`src/hw/tcs_pkg.sv`:
```
// Constants, register map and state codes for the transition sequencer.
// Assumes a 100 MHz pclk and an APB master with 32-bit data.
package tcs_pkg;
    localparam int CLK_MHZ = 100;
    localparam int DP_WIN_MS = 300;
    localparam int DP_WIN_CYC = DP_WIN_MS * 1000 * CLK_MHZ;
    localparam int DLG_WIN_MS = 50;
    localparam int DLG_WIN_CYC = DLG_WIN_MS * 1000 * CLK_MHZ;
    // Register byte offsets
    localparam logic [7:0] OFF_CTRL = 8'h00;
    localparam logic [7:0] OFF_SRC = 8'h04;
    localparam logic [7:0] OFF_RATE = 8'h08;
    localparam logic [7:0] OFF_STAT = 8'h0C;
    localparam logic [7:0] OFF_KNOB = 8'h10;
    localparam logic [7:0] OFF_MENU = 8'h14;
    // Reset values and progress full scale
    localparam logic [7:0] RATE_RST = 8'h1E;
    localparam logic [15:0] KNOB_DEF = 16'h0000;
    localparam logic [7:0] PROG_MAX = 8'hFF;
    // Panel button indices
    localparam int B_BKGD = 0;
    localparam int B_KEY1 = 1;
    localparam int B_KEY2 = 2;
    localparam int B_MIX = 3;
    localparam int B_WIPE = 4;
    localparam int B_CUT = 5;
    localparam int B_AUTO = 6;
    localparam int B_RATE = 7;
    localparam int B_ENTER = 8;
    localparam int B_SIGN = 9;
    localparam int B_EXIT = 10;
    localparam int B_SOFT = 11;
    localparam int B_DIGIT = 12;
    localparam int NBTN = 13;
    // Menu identifiers
    localparam logic [2:0] MENU_NONE = 3'h0;
    localparam logic [2:0] MENU_KEYER = 3'h1;
    localparam logic [2:0] MENU_WIPE = 3'h2;
    typedef enum logic [1:0] {
        ST_IDLE = 2'b00,
        ST_AUTO = 2'b01,
        ST_PAUSE = 2'b10,
        ST_LEVER = 2'b11
    } tcs_state_t;
    typedef enum logic [1:0] {
        ENT_NONE = 2'b00,
        ENT_RATE = 2'b01,
        ENT_KNOB = 2'b10
    } tcs_ent_t;
endpackage : tcs_pkg

```
`src/hw/tcs_top.sv`:
```
// Transition control sequencer: panel buttons, lever and frame tick in,
// lamps and mixer/keyer control out, registers over APB.
// Assumes panel pins are asynchronous and the lever moves slowly
// compared with pclk, so a two-stage bus synchroniser is adequate.
//
// Our own choices: register access over APB and the placing of the registers.
module tcs_top
    import tcs_pkg::*;
#(
    parameter int DP_WIN = DP_WIN_CYC,
    parameter int DLG_WIN = DLG_WIN_CYC
) (
    input wire logic pclk, // 100 MHz clock
    input wire logic presetn, // Async reset, active low
    input wire logic psel, // APB select
    input wire logic penable, // APB enable
    input wire logic pwrite, // APB direction
    input wire logic [7:0] paddr, // APB byte address
    input wire logic [31:0] pwdata, // APB write data
    output logic pready, // APB ready
    output logic [31:0] prdata, // APB read data
    output logic pslverr, // APB error
    input wire logic [NBTN-1:0] btn_in, // Panel buttons, high = held
    input wire logic [3:0] keypad_digit, // Keypad digit value
    input wire logic [7:0] lever_pos, // Lever position
    input wire logic frame_tick, // Video frame pulse
    output logic lamp_bkgd, // Background delegate lamp
    output logic lamp_key1, // Key 1 delegate lamp
    output logic lamp_key2, // Key 2 delegate lamp
    output logic lamp_mix, // Mix type lamp
    output logic lamp_wipe, // Wipe type lamp
    output logic lamp_cut, // Cut lamp, never lit
    output logic lamp_auto, // Auto transition lamp
    output logic lamp_arrow_up, // Lever must move up
    output logic lamp_arrow_dn, // Lever must move down
    output logic lamp_key1_on, // Key 1 on air
    output logic lamp_key2_on, // Key 2 on air
    output logic lamp_key1_over, // Key 1 on top
    output logic lamp_key2_over, // Key 2 on top
    output logic [7:0] on_air_bus, // On-air source select
    output logic [7:0] next_source_bus, // Next source select
    output logic [7:0] trans_progress, // Progress 0..255
    output logic trans_bkgd, // Background in transition
    output logic trans_key1, // Key 1 in transition
    output logic trans_key2, // Key 2 in transition
    output logic trans_wipe, // Pattern edge, else crossfade
    output logic [1:0] keyer_route, // 0 none, 1 keyer 1, 2 keyer 2
    output logic pattern_to_wipe, // Pattern and matte to wipe
    output logic [7:0] rate_display, // Stored rate in frames
    output logic [15:0] knob_value, // Soft knob value
    output logic [1:0] menu_level, // Menu depth
    output logic [2:0] menu_id, // Open menu
    output logic double_press_menu_open // Menu open pulse
);
    // Windows below two cycles cannot be counted down
    if (DP_WIN < 2 || DLG_WIN < 2) begin : g_win_check
        $error("tcs_top: windows must be at least two cycles");
    end

    logic [NBTN-1:0] btn_s1_reg, btn_s2_reg, btn_d_reg;
    logic [3:0] dig_s1_reg, dig_s2_reg;
    logic [7:0] lev_s1_reg, lev_s2_reg, lev_prev_reg;
    logic tick_s1_reg, tick_s2_reg, tick_d_reg;
    logic [NBTN-1:0] press;
    logic tick_p;

    // Input synchronisers; stage one never feeds logic, only stage two and the delayed copies
    always_ff @(posedge pclk or negedge presetn) begin
        if (!presetn) begin
            btn_s1_reg <= '0;
            btn_s2_reg <= '0;
            btn_d_reg <= '0;
            dig_s1_reg <= 4'h0;
            dig_s2_reg <= 4'h0;
            lev_s1_reg <= 8'h00;
            lev_s2_reg <= 8'h00;
            lev_prev_reg <= 8'h00;
            tick_s1_reg <= 1'b0;
            tick_s2_reg <= 1'b0;
            tick_d_reg <= 1'b0;
        end else begin
            btn_s1_reg <= btn_in;
            btn_s2_reg <= btn_s1_reg;
            btn_d_reg <= btn_s2_reg;
            dig_s1_reg <= keypad_digit;
            dig_s2_reg <= dig_s1_reg;
            lev_s1_reg <= lever_pos;
            lev_s2_reg <= lev_s1_reg;
            lev_prev_reg <= lev_s2_reg;
            tick_s1_reg <= frame_tick;
            tick_s2_reg <= tick_s1_reg;
            tick_d_reg <= tick_s2_reg;
        end
    end
    assign press = btn_s2_reg & ~btn_d_reg;
    assign tick_p = tick_s2_reg & ~tick_d_reg;

    tcs_state_t state_reg;
    logic [7:0] prog_reg, sub_reg, err_reg, rate_reg;
    logic [2:0] dlg_reg;
    logic [1:0] typ_reg;
    logic lev_dir_reg, lev_last_reg, lev_lock_reg;
    logic [31:0] dlg_cnt_reg;
    logic key1_on_reg, key2_on_reg, key_pri_reg;
    logic [7:0] on_src_reg, nx_src_reg;
    logic [7:0] lev_map;
    logic at_limit, lev_moved, lev_take, step_inc, done_w, swap_w;
    logic wr_en;

    assign wr_en = psel & penable & pwrite & pready;
    assign lev_map = lev_dir_reg ? (PROG_MAX - lev_s2_reg) : lev_s2_reg;
    assign at_limit = (lev_s2_reg == 8'h00) || (lev_s2_reg == PROG_MAX);
    assign lev_moved = lev_s2_reg != lev_prev_reg;
    assign lev_take = !at_limit && !lev_lock_reg && lev_moved &&
                      (lev_map >= prog_reg);
    assign step_inc = (state_reg == ST_AUTO) && (sub_reg != 8'h00) &&
                      ({1'b0, err_reg} + 9'h001 >= {1'b0, rate_reg});
    assign done_w = ((state_reg == ST_IDLE) && press[B_CUT]) ||
        ((state_reg == ST_AUTO) && !press[B_CUT] && step_inc &&
         (prog_reg == PROG_MAX - 8'h01)) ||
        ((state_reg == ST_LEVER) && !press[B_CUT] &&
         (lev_map == PROG_MAX));
    assign swap_w = (state_reg != ST_IDLE) && press[B_CUT];

    // Transition sequencer
    always_ff @(posedge pclk or negedge presetn) begin
        if (!presetn) begin
            state_reg <= ST_IDLE;
            prog_reg <= 8'h00;
            lev_dir_reg <= 1'b0;
            lev_lock_reg <= 1'b0;
            lev_last_reg <= 1'b0;
        end else begin
            if (at_limit) begin
                lev_last_reg <= lev_s2_reg == PROG_MAX;
                lev_lock_reg <= 1'b0;
            end
            if (done_w) begin
                state_reg <= ST_IDLE;
                prog_reg <= 8'h00;
            end else if (swap_w) begin
                prog_reg <= PROG_MAX - prog_reg;
                lev_dir_reg <= ~lev_dir_reg;
            end else begin
                unique case (state_reg)
                    ST_IDLE: begin
                        if (press[B_AUTO]) begin
                            state_reg <= ST_AUTO;
                        end else if (!at_limit && !lev_lock_reg) begin
                            state_reg <= ST_LEVER;
                            lev_dir_reg <= lev_last_reg;
                        end
                    end
                    ST_AUTO, ST_PAUSE: begin
                        if (lev_take) begin
                            state_reg <= ST_LEVER;
                            lev_dir_reg <= lev_last_reg;
                        end else if (press[B_AUTO]) begin
                            state_reg <= (state_reg == ST_AUTO) ?
                                         ST_PAUSE : ST_AUTO;
                        end else if (step_inc) begin
                            prog_reg <= prog_reg + 8'h01;
                        end
                    end
                    ST_LEVER: begin
                        if (press[B_AUTO]) begin
                            state_reg <= ST_AUTO;
                            lev_lock_reg <= 1'b1;
                        end else if (at_limit && lev_map == 8'h00) begin
                            state_reg <= ST_IDLE;
                            prog_reg <= 8'h00;
                        end else begin
                            prog_reg <= lev_map;
                        end
                    end
                endcase
            end
        end
    end

    // Step spreader: 255 cycles per tick, so frames must be further apart
    always_ff @(posedge pclk or negedge presetn) begin
        if (!presetn) begin
            sub_reg <= 8'h00;
            err_reg <= 8'h00;
        end else if (state_reg != ST_AUTO && state_reg != ST_PAUSE) begin
            sub_reg <= 8'h00;
            err_reg <= 8'h00;
        end else if (state_reg == ST_AUTO && tick_p) begin
            sub_reg <= PROG_MAX;
        end else if (state_reg == ST_AUTO && sub_reg != 8'h00) begin
            sub_reg <= sub_reg - 8'h01;
            err_reg <= step_inc ? 8'h00 : err_reg + 8'h01;
        end
    end

    always_ff @(posedge pclk or negedge presetn) begin
        if (!presetn) begin
            dlg_reg <= 3'b001;
            dlg_cnt_reg <= 32'h0000_0000;
        end else if (state_reg == ST_IDLE && |press[B_KEY2:B_BKGD]) begin
            dlg_reg <= (dlg_cnt_reg != 32'h0000_0000) ?
                       (dlg_reg | press[B_KEY2:B_BKGD]) :
                       press[B_KEY2:B_BKGD];
            dlg_cnt_reg <= 32'(DLG_WIN);
        end else if (dlg_cnt_reg != 32'h0000_0000) begin
            dlg_cnt_reg <= dlg_cnt_reg - 32'h0000_0001;
        end
    end

    always_ff @(posedge pclk or negedge presetn) begin
        if (!presetn) begin
            typ_reg <= 2'b01;
        end else if (state_reg == ST_IDLE && press[B_WIPE]) begin
            typ_reg <= 2'b10;
        end else if (state_reg == ST_IDLE && press[B_MIX]) begin
            typ_reg <= 2'b01;
        end
    end

    // On-air layer state; completion beats a same-cycle bus write
    always_ff @(posedge pclk or negedge presetn) begin
        if (!presetn) begin
            key1_on_reg <= 1'b0;
            key2_on_reg <= 1'b0;
            on_src_reg <= 8'h00;
            nx_src_reg <= 8'h00;
            key_pri_reg <= 1'b0;
        end else begin
            if (wr_en && paddr == OFF_CTRL) begin
                key_pri_reg <= pwdata[0];
            end
            if (done_w || swap_w) begin
                key1_on_reg <= key1_on_reg ^ dlg_reg[1];
                key2_on_reg <= key2_on_reg ^ dlg_reg[2];
                if (dlg_reg[0]) begin
                    on_src_reg <= nx_src_reg;
                    nx_src_reg <= on_src_reg;
                end
            end else if (wr_en && paddr == OFF_SRC) begin
                nx_src_reg <= pwdata[7:0];
                on_src_reg <= pwdata[15:8];
            end
        end
    end

    logic [3:0] last_btn_reg;
    logic [31:0] dp_cnt_reg;
    logic [3:0] dp_id;
    logic dp_hit;
    logic [1:0] lvl_reg;
    logic [2:0] mid_reg;
    logic double_press_menu_open_reg;
    tcs_ent_t ent_reg;
    logic [15:0] ent_val_reg, knob_reg;
    logic ent_neg_reg;

    // Lowest button that can be double pressed
    always_comb begin
        dp_id = 4'hF;
        if (press[B_KEY1]) dp_id = 4'(B_KEY1);
        else if (press[B_KEY2]) dp_id = 4'(B_KEY2);
        else if (press[B_WIPE]) dp_id = 4'(B_WIPE);
        else if (press[B_SOFT]) dp_id = 4'(B_SOFT);
    end
    assign dp_hit = (dp_id != 4'hF) && (dp_id == last_btn_reg) &&
                    (dp_cnt_reg != 32'h0000_0000);

    always_ff @(posedge pclk or negedge presetn) begin
        if (!presetn) begin
            last_btn_reg <= 4'hF;
            dp_cnt_reg <= 32'h0000_0000;
        end else if (dp_hit) begin
            last_btn_reg <= 4'hF;
            dp_cnt_reg <= 32'h0000_0000;
        end else if (dp_id != 4'hF) begin
            last_btn_reg <= dp_id;
            dp_cnt_reg <= 32'(DP_WIN);
        end else if (dp_cnt_reg != 32'h0000_0000) begin
            dp_cnt_reg <= dp_cnt_reg - 32'h0000_0001;
        end
    end

    // Menu level and identity
    always_ff @(posedge pclk or negedge presetn) begin
        if (!presetn) begin
            lvl_reg <= 2'h0;
            mid_reg <= MENU_NONE;
            double_press_menu_open_reg <= 1'b0;
        end else begin
            double_press_menu_open_reg <= dp_hit && dp_id != 4'(B_SOFT);
            if (dp_hit && dp_id != 4'(B_SOFT)) begin
                lvl_reg <= 2'h1;
                mid_reg <= (dp_id == 4'(B_WIPE)) ? MENU_WIPE : MENU_KEYER;
            end else if (press[B_EXIT] && lvl_reg != 2'h0) begin
                lvl_reg <= lvl_reg - 2'h1;
                if (lvl_reg == 2'h1) mid_reg <= MENU_NONE;
            end
        end
    end

    // Keypad entry, rate and knob commit
    always_ff @(posedge pclk or negedge presetn) begin
        if (!presetn) begin
            ent_reg <= ENT_NONE;
            ent_val_reg <= 16'h0000;
            ent_neg_reg <= 1'b0;
            rate_reg <= RATE_RST;
            knob_reg <= KNOB_DEF;
        end else if (dp_hit && dp_id == 4'(B_SOFT)) begin
            knob_reg <= KNOB_DEF;
            ent_reg <= ENT_NONE;
        end else if (press[B_RATE] || press[B_SOFT]) begin
            ent_reg <= press[B_RATE] ? ENT_RATE : ENT_KNOB;
            ent_val_reg <= 16'h0000;
            ent_neg_reg <= 1'b0;
        end else if (ent_reg != ENT_NONE && press[B_DIGIT]) begin
            ent_val_reg <= (ent_val_reg << 3) + (ent_val_reg << 1) +
                           {12'h000, dig_s2_reg};
        end else if (ent_reg == ENT_KNOB && press[B_SIGN] &&
                     ent_val_reg != 16'h0000) begin
            ent_neg_reg <= ~ent_neg_reg;
        end else if (ent_reg != ENT_NONE && press[B_ENTER]) begin
            ent_reg <= ENT_NONE;
            if (ent_reg == ENT_RATE && ent_val_reg != 16'h0000 &&
                ent_val_reg <= {8'h00, PROG_MAX}) begin
                rate_reg <= ent_val_reg[7:0];
            end
            if (ent_reg == ENT_KNOB) begin
                knob_reg <= ent_neg_reg ? (16'h0000 - ent_val_reg) :
                            ent_val_reg;
            end
        end else if (wr_en && paddr == OFF_RATE && pwdata[7:0] != 8'h00) begin
            rate_reg <= pwdata[7:0];
        end else if (wr_en && paddr == OFF_KNOB) begin
            knob_reg <= pwdata[15:0];
        end
    end

    // Registered lamps and mixer controls
    always_ff @(posedge pclk or negedge presetn) begin
        if (!presetn) begin
            lamp_auto <= 1'b0;
            lamp_arrow_up <= 1'b0;
            lamp_arrow_dn <= 1'b0;
            lamp_key1_over <= 1'b0;
            lamp_key2_over <= 1'b0;
            trans_bkgd <= 1'b0;
            trans_key1 <= 1'b0;
            trans_key2 <= 1'b0;
            keyer_route <= 2'h0;
        end else begin
            lamp_auto <= state_reg == ST_AUTO || state_reg == ST_PAUSE;
            lamp_arrow_up <= state_reg == ST_LEVER && !lev_dir_reg;
            lamp_arrow_dn <= state_reg == ST_LEVER && lev_dir_reg;
            lamp_key1_over <= !key_pri_reg;
            lamp_key2_over <= key_pri_reg;
            trans_bkgd <= state_reg != ST_IDLE && dlg_reg[0];
            trans_key1 <= state_reg != ST_IDLE && dlg_reg[1];
            trans_key2 <= state_reg != ST_IDLE && dlg_reg[2];
            keyer_route <= dlg_reg[1] ? 2'h1 : (dlg_reg[2] ? 2'h2 : 2'h0);
        end
    end

    // APB slave: decode in setup, answer in the first access cycle
    always_ff @(posedge pclk or negedge presetn) begin
        if (!presetn) begin
            pready <= 1'b0;
            prdata <= 32'h0000_0000;
            pslverr <= 1'b0;
        end else begin
            pready <= psel && !penable;
            pslverr <= 1'b0;
            prdata <= 32'h0000_0000;
            if (psel && !penable) begin
                unique case (paddr)
                    OFF_CTRL: prdata <= {31'h0, key_pri_reg};
                    OFF_SRC: prdata <= {16'h0000, on_src_reg, nx_src_reg};
                    OFF_RATE: prdata <= {24'h00_0000, rate_reg};
                    OFF_STAT: prdata <= {8'h00, typ_reg[1], dlg_reg,
                                         key2_on_reg, key1_on_reg,
                                         state_reg, prog_reg, 8'h00};
                    OFF_KNOB: prdata <= {16'h0000, knob_reg};
                    OFF_MENU: prdata <= {27'h000_0000, mid_reg, lvl_reg};
                    default: pslverr <= 1'b1;
                endcase
            end
        end
    end

    assign lamp_bkgd = dlg_reg[0];
    assign lamp_key1 = dlg_reg[1];
    assign lamp_key2 = dlg_reg[2];
    assign lamp_mix = typ_reg[0];
    assign lamp_wipe = typ_reg[1];
    assign lamp_cut = 1'b0;
    assign lamp_key1_on = key1_on_reg;
    assign lamp_key2_on = key2_on_reg;
    assign on_air_bus = on_src_reg;
    assign next_source_bus = nx_src_reg;
    assign trans_progress = prog_reg;
    assign trans_wipe = typ_reg[1];
    assign pattern_to_wipe = typ_reg[1];
    assign rate_display = rate_reg;
    assign knob_value = knob_reg;
    assign menu_level = lvl_reg;
    assign menu_id = mid_reg;
    assign double_press_menu_open = double_press_menu_open_reg;
endmodule : tcs_top

```
`config.mk`:
```
export PLATFORM = sky130hd
export DESIGN_NAME = tcs_top
export DESIGN_NICKNAME = d
export VERILOG_FILES = /design/src/hw/tcs_pkg.sv /design/src/hw/tcs_top.sv
export SDC_FILE = /design/constraint.sdc
export NUM_CORES = 1
export LEC_CHECK = 0
export BUFFER_PORTS_ARGS = -buffer_cell sky130_fd_sc_hd__buf_4
export CORE_MARGIN = 5
export CORE_UTILIZATION = 25
export CTS_CLUSTER_DIAMETER = 40
export DETAILED_ROUTE_END_ITERATION = 10
export GPL_ROUTABILITY_DRIVEN = 0
export GPL_TIMING_DRIVEN = 0
export SYNTH_ARGS = -nofsm -noshare
export SYNTH_HDL_FRONTEND = slang
export SYNTH_SLANG_ARGS = --single-unit
```
`constraint.sdc`:
```
create_clock -name pclk -period 3.4 [get_ports pclk]
set_input_delay 0.51 -clock pclk [delete_from_list [all_inputs] [get_ports pclk]]
set_output_delay 0.51 -clock pclk [all_outputs]
set_load 0.005 [all_outputs]
```
# [Word-level counts from Yosys, hierarchy flattened]
# Index checks and enable logic that the tools add are counted.
[op_classes] order_cmp=3 bitwise=17 n_addsub=12 reduce_logical=94 eq_ne=44 mux=91
[ops] cell="$mux W32" count=6
[ops] cell="$mux W8" count=24
[ops] cell="$mux W16" count=11
[ops] cell="$pmux W24 S6" count=1
[ops] cell="$reduce_bool A32 Y1" count=2
[ops] cell="$sub A32 B1 Y32 const B" count=2
[ops] cell="$mux W2" count=22
[ops] cell="$logic_and A1 B1 Y1" count=40
[ops] cell="$ne A4 B4 Y1 const B" count=9
[ops] cell="$reduce_bool A2 Y1" count=13
[ops] cell="$eq A8 B8 Y1 const B" count=3
[ops] cell="$logic_not A8 Y1" count=3
[ops] cell="$ne A3 B3 Y1 const B" count=7
[ops] cell="$mux W4" count=5
[ops] cell="$add A16 B16 Y16" count=1
[ops] cell="$add A16 B4 Y16" count=1
[ops] cell="$add A8 B1 Y8 const B" count=2
[ops] cell="$eq A8 B4 Y1 const B" count=2
[ops] cell="$eq A8 B5 Y1 const B" count=2
[ops] cell="$le A16 B8 Y1 const B" count=1
[ops] cell="$ne A2 B2 Y1 const B" count=8
[ops] cell="$pmux W8 S2" count=1
[ops] cell="$reduce_bool A16 Y1" count=1
[ops] cell="$reduce_bool A8 Y1" count=2
[ops] cell="other kinds (38)" count=92
[word_totals] output_inout_bits=108 regBits=288 input_bits=71 elab_cells=309

# [Longest topological paths before layout]
# Gate-level depths: netlist (run 1).
[logic_depth] word_depth=12 ltp_mapped=14 depth_no_buf=12

# [Least setup slack after synthesis (run 1)]
# No wires, ideal clock.
[synth_timing] path_type="register to register" from="reg err_reg[0]" to="reg nx_src_reg[7], in the netlist next_source_bus[7]" path_stages_with_launch=14 period_less_slack_ps=3308 arrival_ps=3183 path_slack_ps=92 cell_sequence="dfrtp_1 > ha_1 > nand3_1 > xnor2_1 > ha_1 > nand2_1 > o21ai_0 > a221oi_2 > nor4_2 > or2_1 > clkbuf_1 > clkbuf_1 > mux2_2 > mux2_2"
[synth_between] elab_chain_len=10 elab_cells_between_ends=12
[synth_rtl] item="start: declaration" line_no="tcs_top.sv:99" rtl="logic [7:0] prog_reg, sub_reg, err_reg, rate_reg;"
[synth_rtl] item="start signal: assignment" line_no="tcs_top.sv:193" rtl="err_reg <= step_inc ? 8'h00 : err_reg + 8'h01;"
[synth_rtl] item="$add A8 B1 Y9 *" line_no="tcs_top.sv:117" rtl="({1'b0, err_reg} + 9'h001 >= {1'b0, rate_reg});"
[synth_rtl] item="$ge A9 B8 Y1 *" line_no="tcs_top.sv:117"
[synth_rtl] item="$logic_and A1 B1 Y1 *" line_no="tcs_top.sv:116" rtl="assign step_inc = (state_reg == ST_AUTO) && (sub_reg != 8'h00) &&"
[synth_rtl] item="$logic_and A1 B1 Y1 * (2 in series)" line_no="tcs_top.sv:119" rtl="((state_reg == ST_AUTO) && !press[B_CUT] && step_inc &&"
[synth_rtl] item="$logic_or A1 B1 Y1 *" line_no="tcs_top.sv:118" rtl="assign done_w = ((state_reg == ST_IDLE) && press[B_CUT]) ||"
[synth_rtl] item="$logic_or A1 B1 Y1 *" line_no="tcs_top.sv:120" rtl="(prog_reg == PROG_MAX - 8'h01)) ||"
[synth_rtl] item="$logic_or A1 B1 Y1 *" line_no="tcs_top.sv:233" rtl="if (done_w || swap_w) begin"
[synth_rtl] item="$ne A2 B2 Y1 (no source line) or $reduce_bool A2 Y1 (tied branches)"
[synth_rtl] item="$reduce_and A2 Y1 (no source line)"
[synth_rtl] item="end signal: assignment" line_no="tcs_top.sv:238" rtl="nx_src_reg <= on_src_reg;"
[synth_rtl] item="end signal: assignment" line_no="tcs_top.sv:241" rtl="nx_src_reg <= pwdata[7:0];"
[synth_rtl] item="end: declaration" line_no="tcs_top.sv:105" rtl="logic [7:0] on_src_reg, nx_src_reg;"
# Every way passes the cells marked *; elsewhere a longest branch is shown, timed or not.
# A chain may end at the register's enable or synchronous reset.

# [Worst setup path after layout (run 1)]
[layout_timing] from="reg err_reg[2]" to="reg prog_reg[6], in the netlist trans_progress[6]"
[layout_between] elab_chain_len=9 elab_cells_between_ends=14
[layout_rtl] item="$add A8 B1 Y9 *" line_no="tcs_top.sv:117"
[layout_rtl] item="$ge A9 B8 Y1 *" line_no="tcs_top.sv:117"
[layout_rtl] item="$logic_and A1 B1 Y1 *" line_no="tcs_top.sv:116"
[layout_rtl] item="$logic_and A1 B1 Y1 (2 in series)" line_no="tcs_top.sv:119"
[layout_rtl] item="$logic_or A1 B1 Y1" line_no="tcs_top.sv:118"
[layout_rtl] item="$logic_or A1 B1 Y1" line_no="tcs_top.sv:120"
[layout_rtl] item="$ne A4 B4 Y1 (no source line) or $reduce_bool A4 Y1 (tied branches)"
[layout_rtl] item="$reduce_and A5 Y1 (no source line)"
[layout_rtl] item="end signal: assignment" line_no="tcs_top.sv:142" rtl="prog_reg <= PROG_MAX - prog_reg;"
[layout_rtl] item="end signal: assignment" line_no="tcs_top.sv:162" rtl="prog_reg <= prog_reg + 8'h01;"
[layout_rtl] item="end signal: assignment" line_no="tcs_top.sv:173" rtl="prog_reg <= lev_map;"
[layout_rtl] item="end: declaration" line_no="tcs_top.sv:99"
# Marked as above.

==> results of run 1 <==
==> area by class of cell <==
type                    instances  area, um2
fillers                      5606      37030
flip-flops and latches        279       6999
multi-input cells             956       6676
clock buffers                  65       1443
repair buffers                180       1441
well taps                     748      935.9
clock inverters                33      420.4
plain buffers                  60      320.3
inverters                      38      142.6
diodes                          4      10.01
==> worst max-delay path: cells and delay by family, from the launching register on <==
family          cells  cell delay, ns
simple gates        7            1.02
fa+ha+maj           1            0.29
mux                 1            0.35
compound gates      2            0.54
buf+inv             2            0.31
xor+xnor            1            0.22
flops               1            0.41
==> cell usage after synthesis (25+ instances only) <==
master,instances
a21oi_1,46
a22o_1,29
clkbuf_1,39
dfrtp_1,269
ha_1,58
inv_1,38
mux2_2,41
nand2_1,93
nand3_1,34
nor2_1,150
nor2b_1,25
nor3_1,33
o21ai_0,48
xnor2_1,58
xor2_1,50
==> power groups by stage <==
stage          combinational (mW)  clock [mW]  sequential [mW]
3_5_place_dp                 3.59           0             4.66
5_1_grt                      4.03        5.66             4.73
6_report                     3.60        5.34             4.66
2_1_floorplan                2.21           0             4.39
4_1_cts                      3.62        5.48             4.64
3_3_place_gp                 3.48           0             4.63
==> placed cells by master, fill, tap and decap left out, types with 8 or more instances in the layout <==
master,count
or4_1,9
conb_1,10
nor4_1,21
o2bb2ai_2,10
clkbuf_16,54
nor2_1,149
inv_1,38
nand3_1,33
a21oi_1,46
a222oi_1,12
mux2_2,41
or3_1,11
o2bb2ai_1,8
dfrtp_1,265
xor2_1,50
dfstp_2,10
nor2b_1,25
and3_1,17
a22o_1,29
nand2b_1,10
a21boi_0,11
clkbuf_1,42
nand2_1,93
o31ai_1,10
dlygate4sd3_1,17
nand4_1,12
xnor2_1,58
buf_4,174
nor3_1,33
o211ai_1,8
mux2i_1,14
o21ai_0,47
ha_1,57
==> repair_timing <==
action	in CTS	in global routing
resized for setup	9	13
hold buffers	17	0
setup buffers	4	6
hold endpoints to repair	89	0
endpoints found under the setup margin	27	27
pin swaps	2	4
==> metrics by stage <==
stage	instances	hold WS [ns]
6_report	2363	0.03889
4_1_cts	2353	0.0008974
3_3_place_gp	2234	0.3365
3_5_place_dp	2236	0.3347
2_1_floorplan	1335	0.2144
5_1_grt	2360	0.002572
==> final timing paths <==
kind / startpoint / endpoint / slack (ns)
setup / recovery: err_reg[2] / trans_progress[6] / 0.16
hold / removal: btn_in[11] / btn_s1_reg[11] / 0.04
setup reg to reg: err_reg[2] / trans_progress[6] / 0.16
hold reg to reg: btn_s1_reg[3] / btn_s2_reg[3] / 0.34
max in group asynchronous: presetn / dp_cnt_reg[1] / 1.54
min in group asynchronous: presetn / lamp_key2_on / 0.48
==> per-layer routing <==
layer  vias to the layer above  part of all wire, %
met2                       370                   44
met4                         4                  4.1
met1                      5418                   42
li1                       5250                    -
met5                         -                0.060
met3                       105                  9.3
==> kinds of logic (layout without fill, tap and decap cells) <==
kind of cell	after synthesis	count (layout)	synth area share, %
XOR/XNOR	108	108	6.738
multiplexers	55	55	4.287
other	1	14	0.02671
adder cells (fa/ha/maj)	60	60	5.455
buffers and inverters	100	376	3.209
flip-flops	279	279	49.82
AND/OR/NAND/NOR	465	465	16.78
AO/OA/AOI/OAI	258	258	13.68
==> impl_metrics.toml, run 1 <==
[run_status]
outcome = "finished, final reports clean"

[critical_path]
slowest_stage = "dfrtp_2"
cp.required_ns = 3.88
start_kind = "flip-flop"
cp_common_cell = "nor2_1"
path_class = "flip-flop to flip-flop"
endpoint_kind = "flip-flop"
rr_worst_depth = 14
max_stage_delay_ns = 0.41
crit_chain = "and3_4 -> nand3_2 -> nor2_1 -> xor2_1 -> ha_1 -> nand2_1 -> nor2_1 -> a221oi_2 -> buf_4 -> buf_4 -> nor2_1 -> o211ai_1 -> and3_1 -> mux2_2"
critPathArrivalTime_ns = 3.72
critPathMaxFanout = 6

[grt]
met1_usage_pct = 17.13
grt_max_degree = 105
grt.busiest_layer = "met2"
grt_pass1_wl_um = 65430
grt_util_met3_pct = 4.994
grt_overflow = 0
antenna_found_initial = 6
track_usage_pct = 13.45
grt_pass1_vias = 11509
met2_usage_pct = 20.65

[yosys]
syn_avg_cell_area_um2 = 10.59
synth_top_cell_by_area = "dfrtp_1"
synthTopCellsByArea = "dfrtp_1, ha_1, nor2_1"
synth_flop_cell = "dfrtp_1"
synth_edf_count = 0
ys.warnings.count = 0
synth_async_sr_flop_share_pct = 100.0
synth.top_cell.area_share_pct = 47.95
synth_area_um2 = 14040
yosys_register_bits = 279
synth.distinct_cells = 82
syn_inst = 1326
synth-seq-area-share_pct = 49.82

[sta]
relSlewSlack_pct = 46.45
finalHoldViolCount = 0
setup-tns-final_ns = 0
clock_skew_ns = 0.04827
max_freq_ghz = 0.3086
period_needed_ns = 3.240
setup_ws_ns = 0.1600
setup_viol = 0
tightest_slew_ns = 0.8016
slew_viol_final = 0
finalCritPeriodShare_pct = 95.29

[routing]
wl_per_cell_um = 17.53
postRouteAntennaNets = 0
dr_total_vias = 11147
wl_um = 41420
drt_first_pass_iters = 8
avgViaCountPerCell = 4.717
drtIter0Drc = 805
drc = 0

[floorplan]
num_rows = 86
die-area_um2 = 60990
coreArea_um2 = 55420
pin_count = 179
die_w_um = 247.0
die_h_um = 247.0
start_util_pct = 25.33

[cells_and_area]
drive_above_1_share_pct = 23.09
syn_to_final_growth_pct = 30.99
final_util_pct = 33.18
design_area_um2 = 18390
final_nets = 1700

[flow_run]
maxCapViolCount = 0

[clocking]
clk_pin_slew_ns = 0.05
cts_made_buffers = 54
cts_htree_levels = 2
cts_buffer_depth = 3
worstSkewPairLatency_ns = 0.61
cts_tree = "yes"
cts.sinks = 279
root_buffer = "clkbuf_16"

[power]
power_frac_comb_pct = 26.4
irDropWorstVdd_mv = 0.3842
p_clk_share_pct = 39.3
power.total_mw = 13.59
p_seq_share_pct = 34.3
internal-power_mw = 8.954
p_sw_share_pct = 34.13
p_per_area_nw_per_um2 = 739.2
switchingPower_mw = 4.639
p_leak_nw = 8.040

[place]
post-dp-hpwl_um = 30990
placed_area_um2 = 16200
portBuffers = 151
pre_cts_ws_ns = -0.6846

[hold_path]
min_path_type = "input pin to flip-flop"
min_path_cells = 1
Power figures use the tool's default switching activity.
==> inputs of run 2 (changes only) <==
- clock period: 3.4 -> 3.65 ns (I/O delays scaled with it)
==> run 2 against run 1 <==
Compared with the run above: die area unchanged; largest power group unchanged; via count down 0.87%; hold slack better by 0.0074 ns; critical endpoint is now on_air_bus[2]; largest cell class unchanged.
==> impl_metrics.toml, run 2 (same netlist as run 1, synthesis figures left out) <==
[run_status]
outcome = "finished, final reports clean"

[critical_path]
endpoint_kind = "flip-flop"
cp.required_ns = 4.13
critPathMaxFanout = 10
crit_chain = "ha_2 -> nand3_1 -> xnor2_1 -> ha_1 -> nand2_1 -> o21ai_0 -> a221oi_2 -> buf_4 -> nor4_4 -> or2_4 -> buf_4 -> mux2_2 -> mux2_2"
r2r_slack_ns = 0.23
cp.depth = 13
crit_buf_inv = 2
max_stage_delay_ns = 0.43
crit_family = "simple AND/OR/NAND/NOR gates"
rr_worst_depth = 13
start_kind = "flip-flop"
critPathArrivalTime_ns = 3.91
path_class = "flip-flop to flip-flop"
slowest_stage = "dfrtp_1"

[power]
p_leak_nw = 7.961
power.total_mw = 12.64
p_clk_share_pct = 39.3
p_per_area_nw_per_um2 = 695.9
power_frac_comb_pct = 26.5
p_seq_share_pct = 34.1
switchingPower_mw = 4.316
irDropWorstVdd_mv = 0.3579
internal-power_mw = 8.329
p_sw_share_pct = 34.13

[cells_and_area]
final_common_cell = "dfrtp_1"
syn_to_final_growth_pct = 29.44
final_nets = 1681
final_cell_mix = "dfrtp_1, buf_4, nor2_1"
fin_cells = 2343
drive_above_1_share_pct = 22.80
design_area_um2 = 18170

[routing]
dr_total_vias = 11050
avgViaCountPerCell = 4.716
top_layer = "met5"
wl_um = 41170
postRouteAntennaNets = 0
met2_wirelength_um = 18240
dr_wl_met3_um = 3839
drtIter0Drc = 758
drc = 0
wl_per_cell_um = 17.57
drt_first_pass_iters = 6
drt-met1-wl_um = 17300

[sta]
period_needed_ns = 3.422
finalCritPeriodShare_pct = 93.75
setup_viol = 0
rsz0062_at_grt = "no"
slew_viol_final = 0
max_freq_ghz = 0.2922
tightest_slew_ns = 0.8332
relSlewSlack_pct = 44.33
clock_skew_ns = 0.04844
finalHoldViolCount = 0

[floorplan]
coreArea_um2 = 55420
num_rows = 86
start_util_pct = 25.33
die_w_um = 247.0
pin_count = 179
die_h_um = 247.0
die-area_um2 = 60990

[clocking]
cts_htree_levels = 2
cts.sinks = 279
clk_pin_slew_ns = 0.06
worstSkewPairLatency_ns = 0.61
root_buffer = "clkbuf_16"
cts_buffer_depth = 3
cts_made_buffers = 54
cts_tree = "yes"

[place]
dpl.cell_count = 2236
post-dp-hpwl_um = 30990
placed_area_um2 = 16200
portBuffers = 151

[grt]
grt_pass1_wl_um = 65030
grt_max_degree = 105
grt_pass1_vias = 11427
track_usage_pct = 13.39
antenna_found_initial = 5
grt_overflow = 0

[hold_path]
min_path_cells = 1
min_path_type = "input pin to flip-flop"

[flow_run]
maxCapViolCount = 0
## run 2: cell types whose count changed in the layout (fill, tap and decap cells not counted), sizes merged
cell | before | now
diode | 4 | 3
buf | 185 | 180
clkbuf | 103 | 104
dlygate4sd3 | 17 | 2
## run 2: worst register-to-register path: stages (launching register included)
cell and delay [ns]:
dfrtp_1 0.43, ha_2 0.27, nand3_1 0.15, xnor2_1 0.17, ha_1 0.32, nand2_1 0.05, o21ai_0 0.22, a221oi_2 0.09
buf_4 0.18, nor4_4 0.35, or2_4 0.25, buf_4 0.20, mux2_2 0.36, mux2_2 0.27
## run 2: metrics by stage
stage	worst slack (ns)	util, %	hold WS [ns]	setup TNS [ns]
floorplan	0.3424	-	0.2519	0
global route	0.01513	32.78	0.004256	0
finish	0.2280	32.79	0.04626	0
global placement	-0.4453	29.13	0.3365	-112.53
detailed placement	-0.4346	29.24	0.3347	-4.774
CTS	0.01361	32.71	0.0008178	0
## run 2: timing repair
| item | 4_1_cts | 5_1_grt |
|---|---|---|
| pin swaps | 1 | 3 |
| buffers inserted | 2 | 3 |
| gates resized for setup | 6 | 9 |
| hold buffers | 2 | 0 |
| hold endpoints to repair | 74 | 0 |
| setup endpoints to repair | 23 | 23 |
## run 2: power by group through the flow
stage	Sequential (mW)	Combinational, mW	Clock (mW)
finish	4.31	3.36	4.97
global placement	4.32	3.25	0
global route	4.38	3.76	5.27
floorplan	4.09	2.06	0
CTS	4.30	3.38	5.10
detailed placement	4.34	3.35	0
## run 2: per-layer routing
metal / track usage [%] / vias to the layer above
met5: 0 / -
met4: 5.514 / 4
met3: 5.156 / 115
met2: 20.48 / 359
met1: 17.00 / 5360
li1: - / 5212
## run 2: path summary, 6_finish.rpt
| path | from | end |
|---|---|---|
| max in group asynchronous | presetn | dp_cnt_reg[1] |
| worst min-delay path | lever_pos[3] | lev_s1_reg[3] |
| min in group asynchronous | presetn | lev_dir_reg |
| worst max-delay path | err_reg[0] | on_air_bus[2] |
| worst min register to register | btn_s1_reg[3] | btn_s2_reg[3] |
| worst max register to register | err_reg[0] | on_air_bus[2] |
## run 2: area by class of cell
type	count	area [um2]
fillers	5621	37240
flip-flops and latches	279	6995
multi-input cells	956	6651
clock buffers	65	1443
repair buffers	160	1254
well taps	748	935.9
clock inverters	33	420.4
plain buffers	61	321.6
inverters	38	142.6
diodes	3	7.507
==> inputs of run 3 (changes only) <==
- ABC_AREA: unset -> 1
==> run 3 against run 2 <==
Compared with the run above: first-iteration DRC count grew 30%; critical path depth rose by 7; sequential cell count stayed put; synthesized area is 3.2% higher; wire length up 4.1%; fmax is 15% higher; utilization decreased by 0.62 points; clock power rose by 2%; via count grew 16%; count of clock-buffer cells in the layout fell by 14; register-to-register slack better by 0.45 ns; sequential share of layout area decreased by 0.74 points; critical endpoint is now lamp_key2_on; largest cell class unchanged.
==> impl_metrics.toml, run 3 <==
[cells_and_area]
fillers = 5995
fin_cells = 2800
final_nets = 2126
syn_to_final_growth_pct = 27.88
final_common_cell = "nand2_1"
design_area_um2 = 18520
final_util_pct = 32.17
final_cell_mix = "nand2_1, dfrtp_1, inv_1"
diodes = 0
drive_above_1_share_pct = 15.72

[power]
irDropWorstVdd_mv = 0.3724
p_per_area_nw_per_um2 = 676.8
p_leak_nw = 9.004
power.total_mw = 12.54

[sta]
slew_viol_final = 0
relSlewSlack_pct = 43.50
max_freq_ghz = 0.3367
setup_viol = 0
tightest_slew_ns = 0.8410
clock_skew_ns = 0.02077
setup_ws_ns = 0.6800
finalHoldViolCount = 0
rsz0062_at_grt = "no"
period_needed_ns = 2.970
finalCritPeriodShare_pct = 81.37

[routing]
avgViaCountPerCell = 4.583
drtIter0Drc = 986
drc = 0
drt_first_pass_iters = 6
wl_per_cell_um = 15.31
wl_um = 42860
dr_total_vias = 12831
postRouteAntennaNets = 0

[yosys]
synth_top_cell_by_area = "dfrtp_1"
ys.warnings.count = 0
synth.top_cell.area_share_pct = 46.47
synth_edf_count = 0
synth_async_sr_flop_share_pct = 100.0
synth_common_cells = "nand2_1, dfrtp_1, inv_1, nor2_1, o21ai_0"
synth-seq-area-share_pct = 48.29
synth_area_um2 = 14490
yosys_register_bits = 279
synth_flop_cell = "dfrtp_1"
synth.distinct_cells = 60
synth.most_common_cell = "nand2_1"
syn_avg_cell_area_um2 = 8.133
syn_inst = 1781
synthTopCellsByArea = "dfrtp_1, nand2_1, inv_1"

[grt]
grt_max_degree = 121
track_usage_pct = 13.32
grt_pass1_wl_um = 68710
grt_pass1_vias = 12733
antenna_found_initial = 0
grt_overflow = 0

[clocking]
cts_buffer_depth = 3
cts_htree_levels = 2
clk_pin_slew_ns = 0.06
worstSkewPairLatency_ns = 0.57
cts_tree = "yes"
root_buffer = "clkbuf_16"
cts.sinks = 279
cts_setup_buffers = 0
cts_made_buffers = 48

[run_status]
outcome = "finished, final reports clean"

[floorplan]
start_util_pct = 25.15
coreArea_um2 = 57590
die-area_um2 = 62860
die_w_um = 250.7
num_rows = 88
pin_count = 179
die_h_um = 250.7

[flow_run]
maxCapViolCount = 0

[critical_path]
cp.required_ns = 4.10
path_class = "flip-flop to flip-flop"
endpoint_kind = "flip-flop"
critPathMaxFanout = 10
critPathArrivalTime_ns = 3.42
r2r_slack_ns = 0.68
start_kind = "flip-flop"

[place]
dpl.cell_count = 2709
placed_area_um2 = 16680
post-dp-hpwl_um = 32770
portBuffers = 152
pre_cts_ws_ns = 0.6419

[hold_path]
min_path_type = "input pin to flip-flop"
[run 3: logic make-up after synthesis]
kind of cell,synth area share (%)
other cells,0.02589
simple gates,24.20
buf+inv,7.739
mux,0.07773
flops,48.29
compound gates,11.00
fa+ha+maj,5.286
xor+xnor,3.377
[run 3: cell type report]
type                    count  area (um2)  area share [%]
flip-flops and latches    279        6994           37.76
multi-input cells        1232        6404           34.57
clock buffers              51        1242           6.707
repair buffers            155        1214           6.552
well taps                 765       957.2           5.167
inverters                 237       892.1           4.816
clock inverters            39       591.8           3.195
plain buffers              42       229.0           1.236
[run 3: critical path: stages (launching register included)]
cell,delay [ns]
dfrtp_1,0.38
inv_1,0.06
nor3_1,0.18
inv_1,0.09
nor2_1,0.14
inv_1,0.07
nor2_1,0.12
or2_2,0.14
inv_1,0.04
ha_1,0.26
nand2_1,0.05
inv_1,0.04
nand2_1,0.05
nand2_1,0.05
nand2_1,0.04
nand2_1,0.16
nand3_2,0.19
nand2_8,0.16
buf_2,0.33
nand2_1,0.12
xor2_1,0.16
[run 3: metal layers]
metal / routed length [um] / global-route usage [%] / vias up / part of all wire (%)
li1: - / - / 6253 / -
met1: 19320 / 18.58 / 6071 / 45
met2: 19180 / 20.87 / 433 / 45
met3: 3397 / 3.229 / 74 / 7.9
met4: 960 / 3.384 / 0 / 2.2
met5: 0 / 0 / - / 0
[run 3: final timing paths]
kind	from	to	cells past startpoint
worst max-delay path	err_reg[2]	lamp_key2_on	20
worst min-delay path	frame_tick	tick_s1_reg	1
worst max register to register	err_reg[2]	lamp_key2_on	20
worst min register to register	btn_s1_reg[11]	btn_s2_reg[11]	0
max in group asynchronous	presetn	prdata[12]	3
min in group asynchronous	presetn	ent_val_reg[10]	2
[run 3: power breakdown]
group	switching (mW)	internal [mW]
registers	0.539	3.60
clock network	1.74	3.32
logic	2.04	1.30
total	4.32	8.21
[run 3: through the flow]
stage / TNS [ns] / hold WS, ns
final: 0 / 0.08425
after global placement: -91.50 / 0.3336
after CTS: 0 / 0.04386
after floorplan: 0 / 0.2519
after global routing: 0 / 0.04647
after detailed placement: 0 / 0.3347
[run 3: what timing repair did]
action / CTS / global route
endpoints found under the hold margin: 40 / 0
hold buffers: 1 / 0
resized for setup: 0 / 0
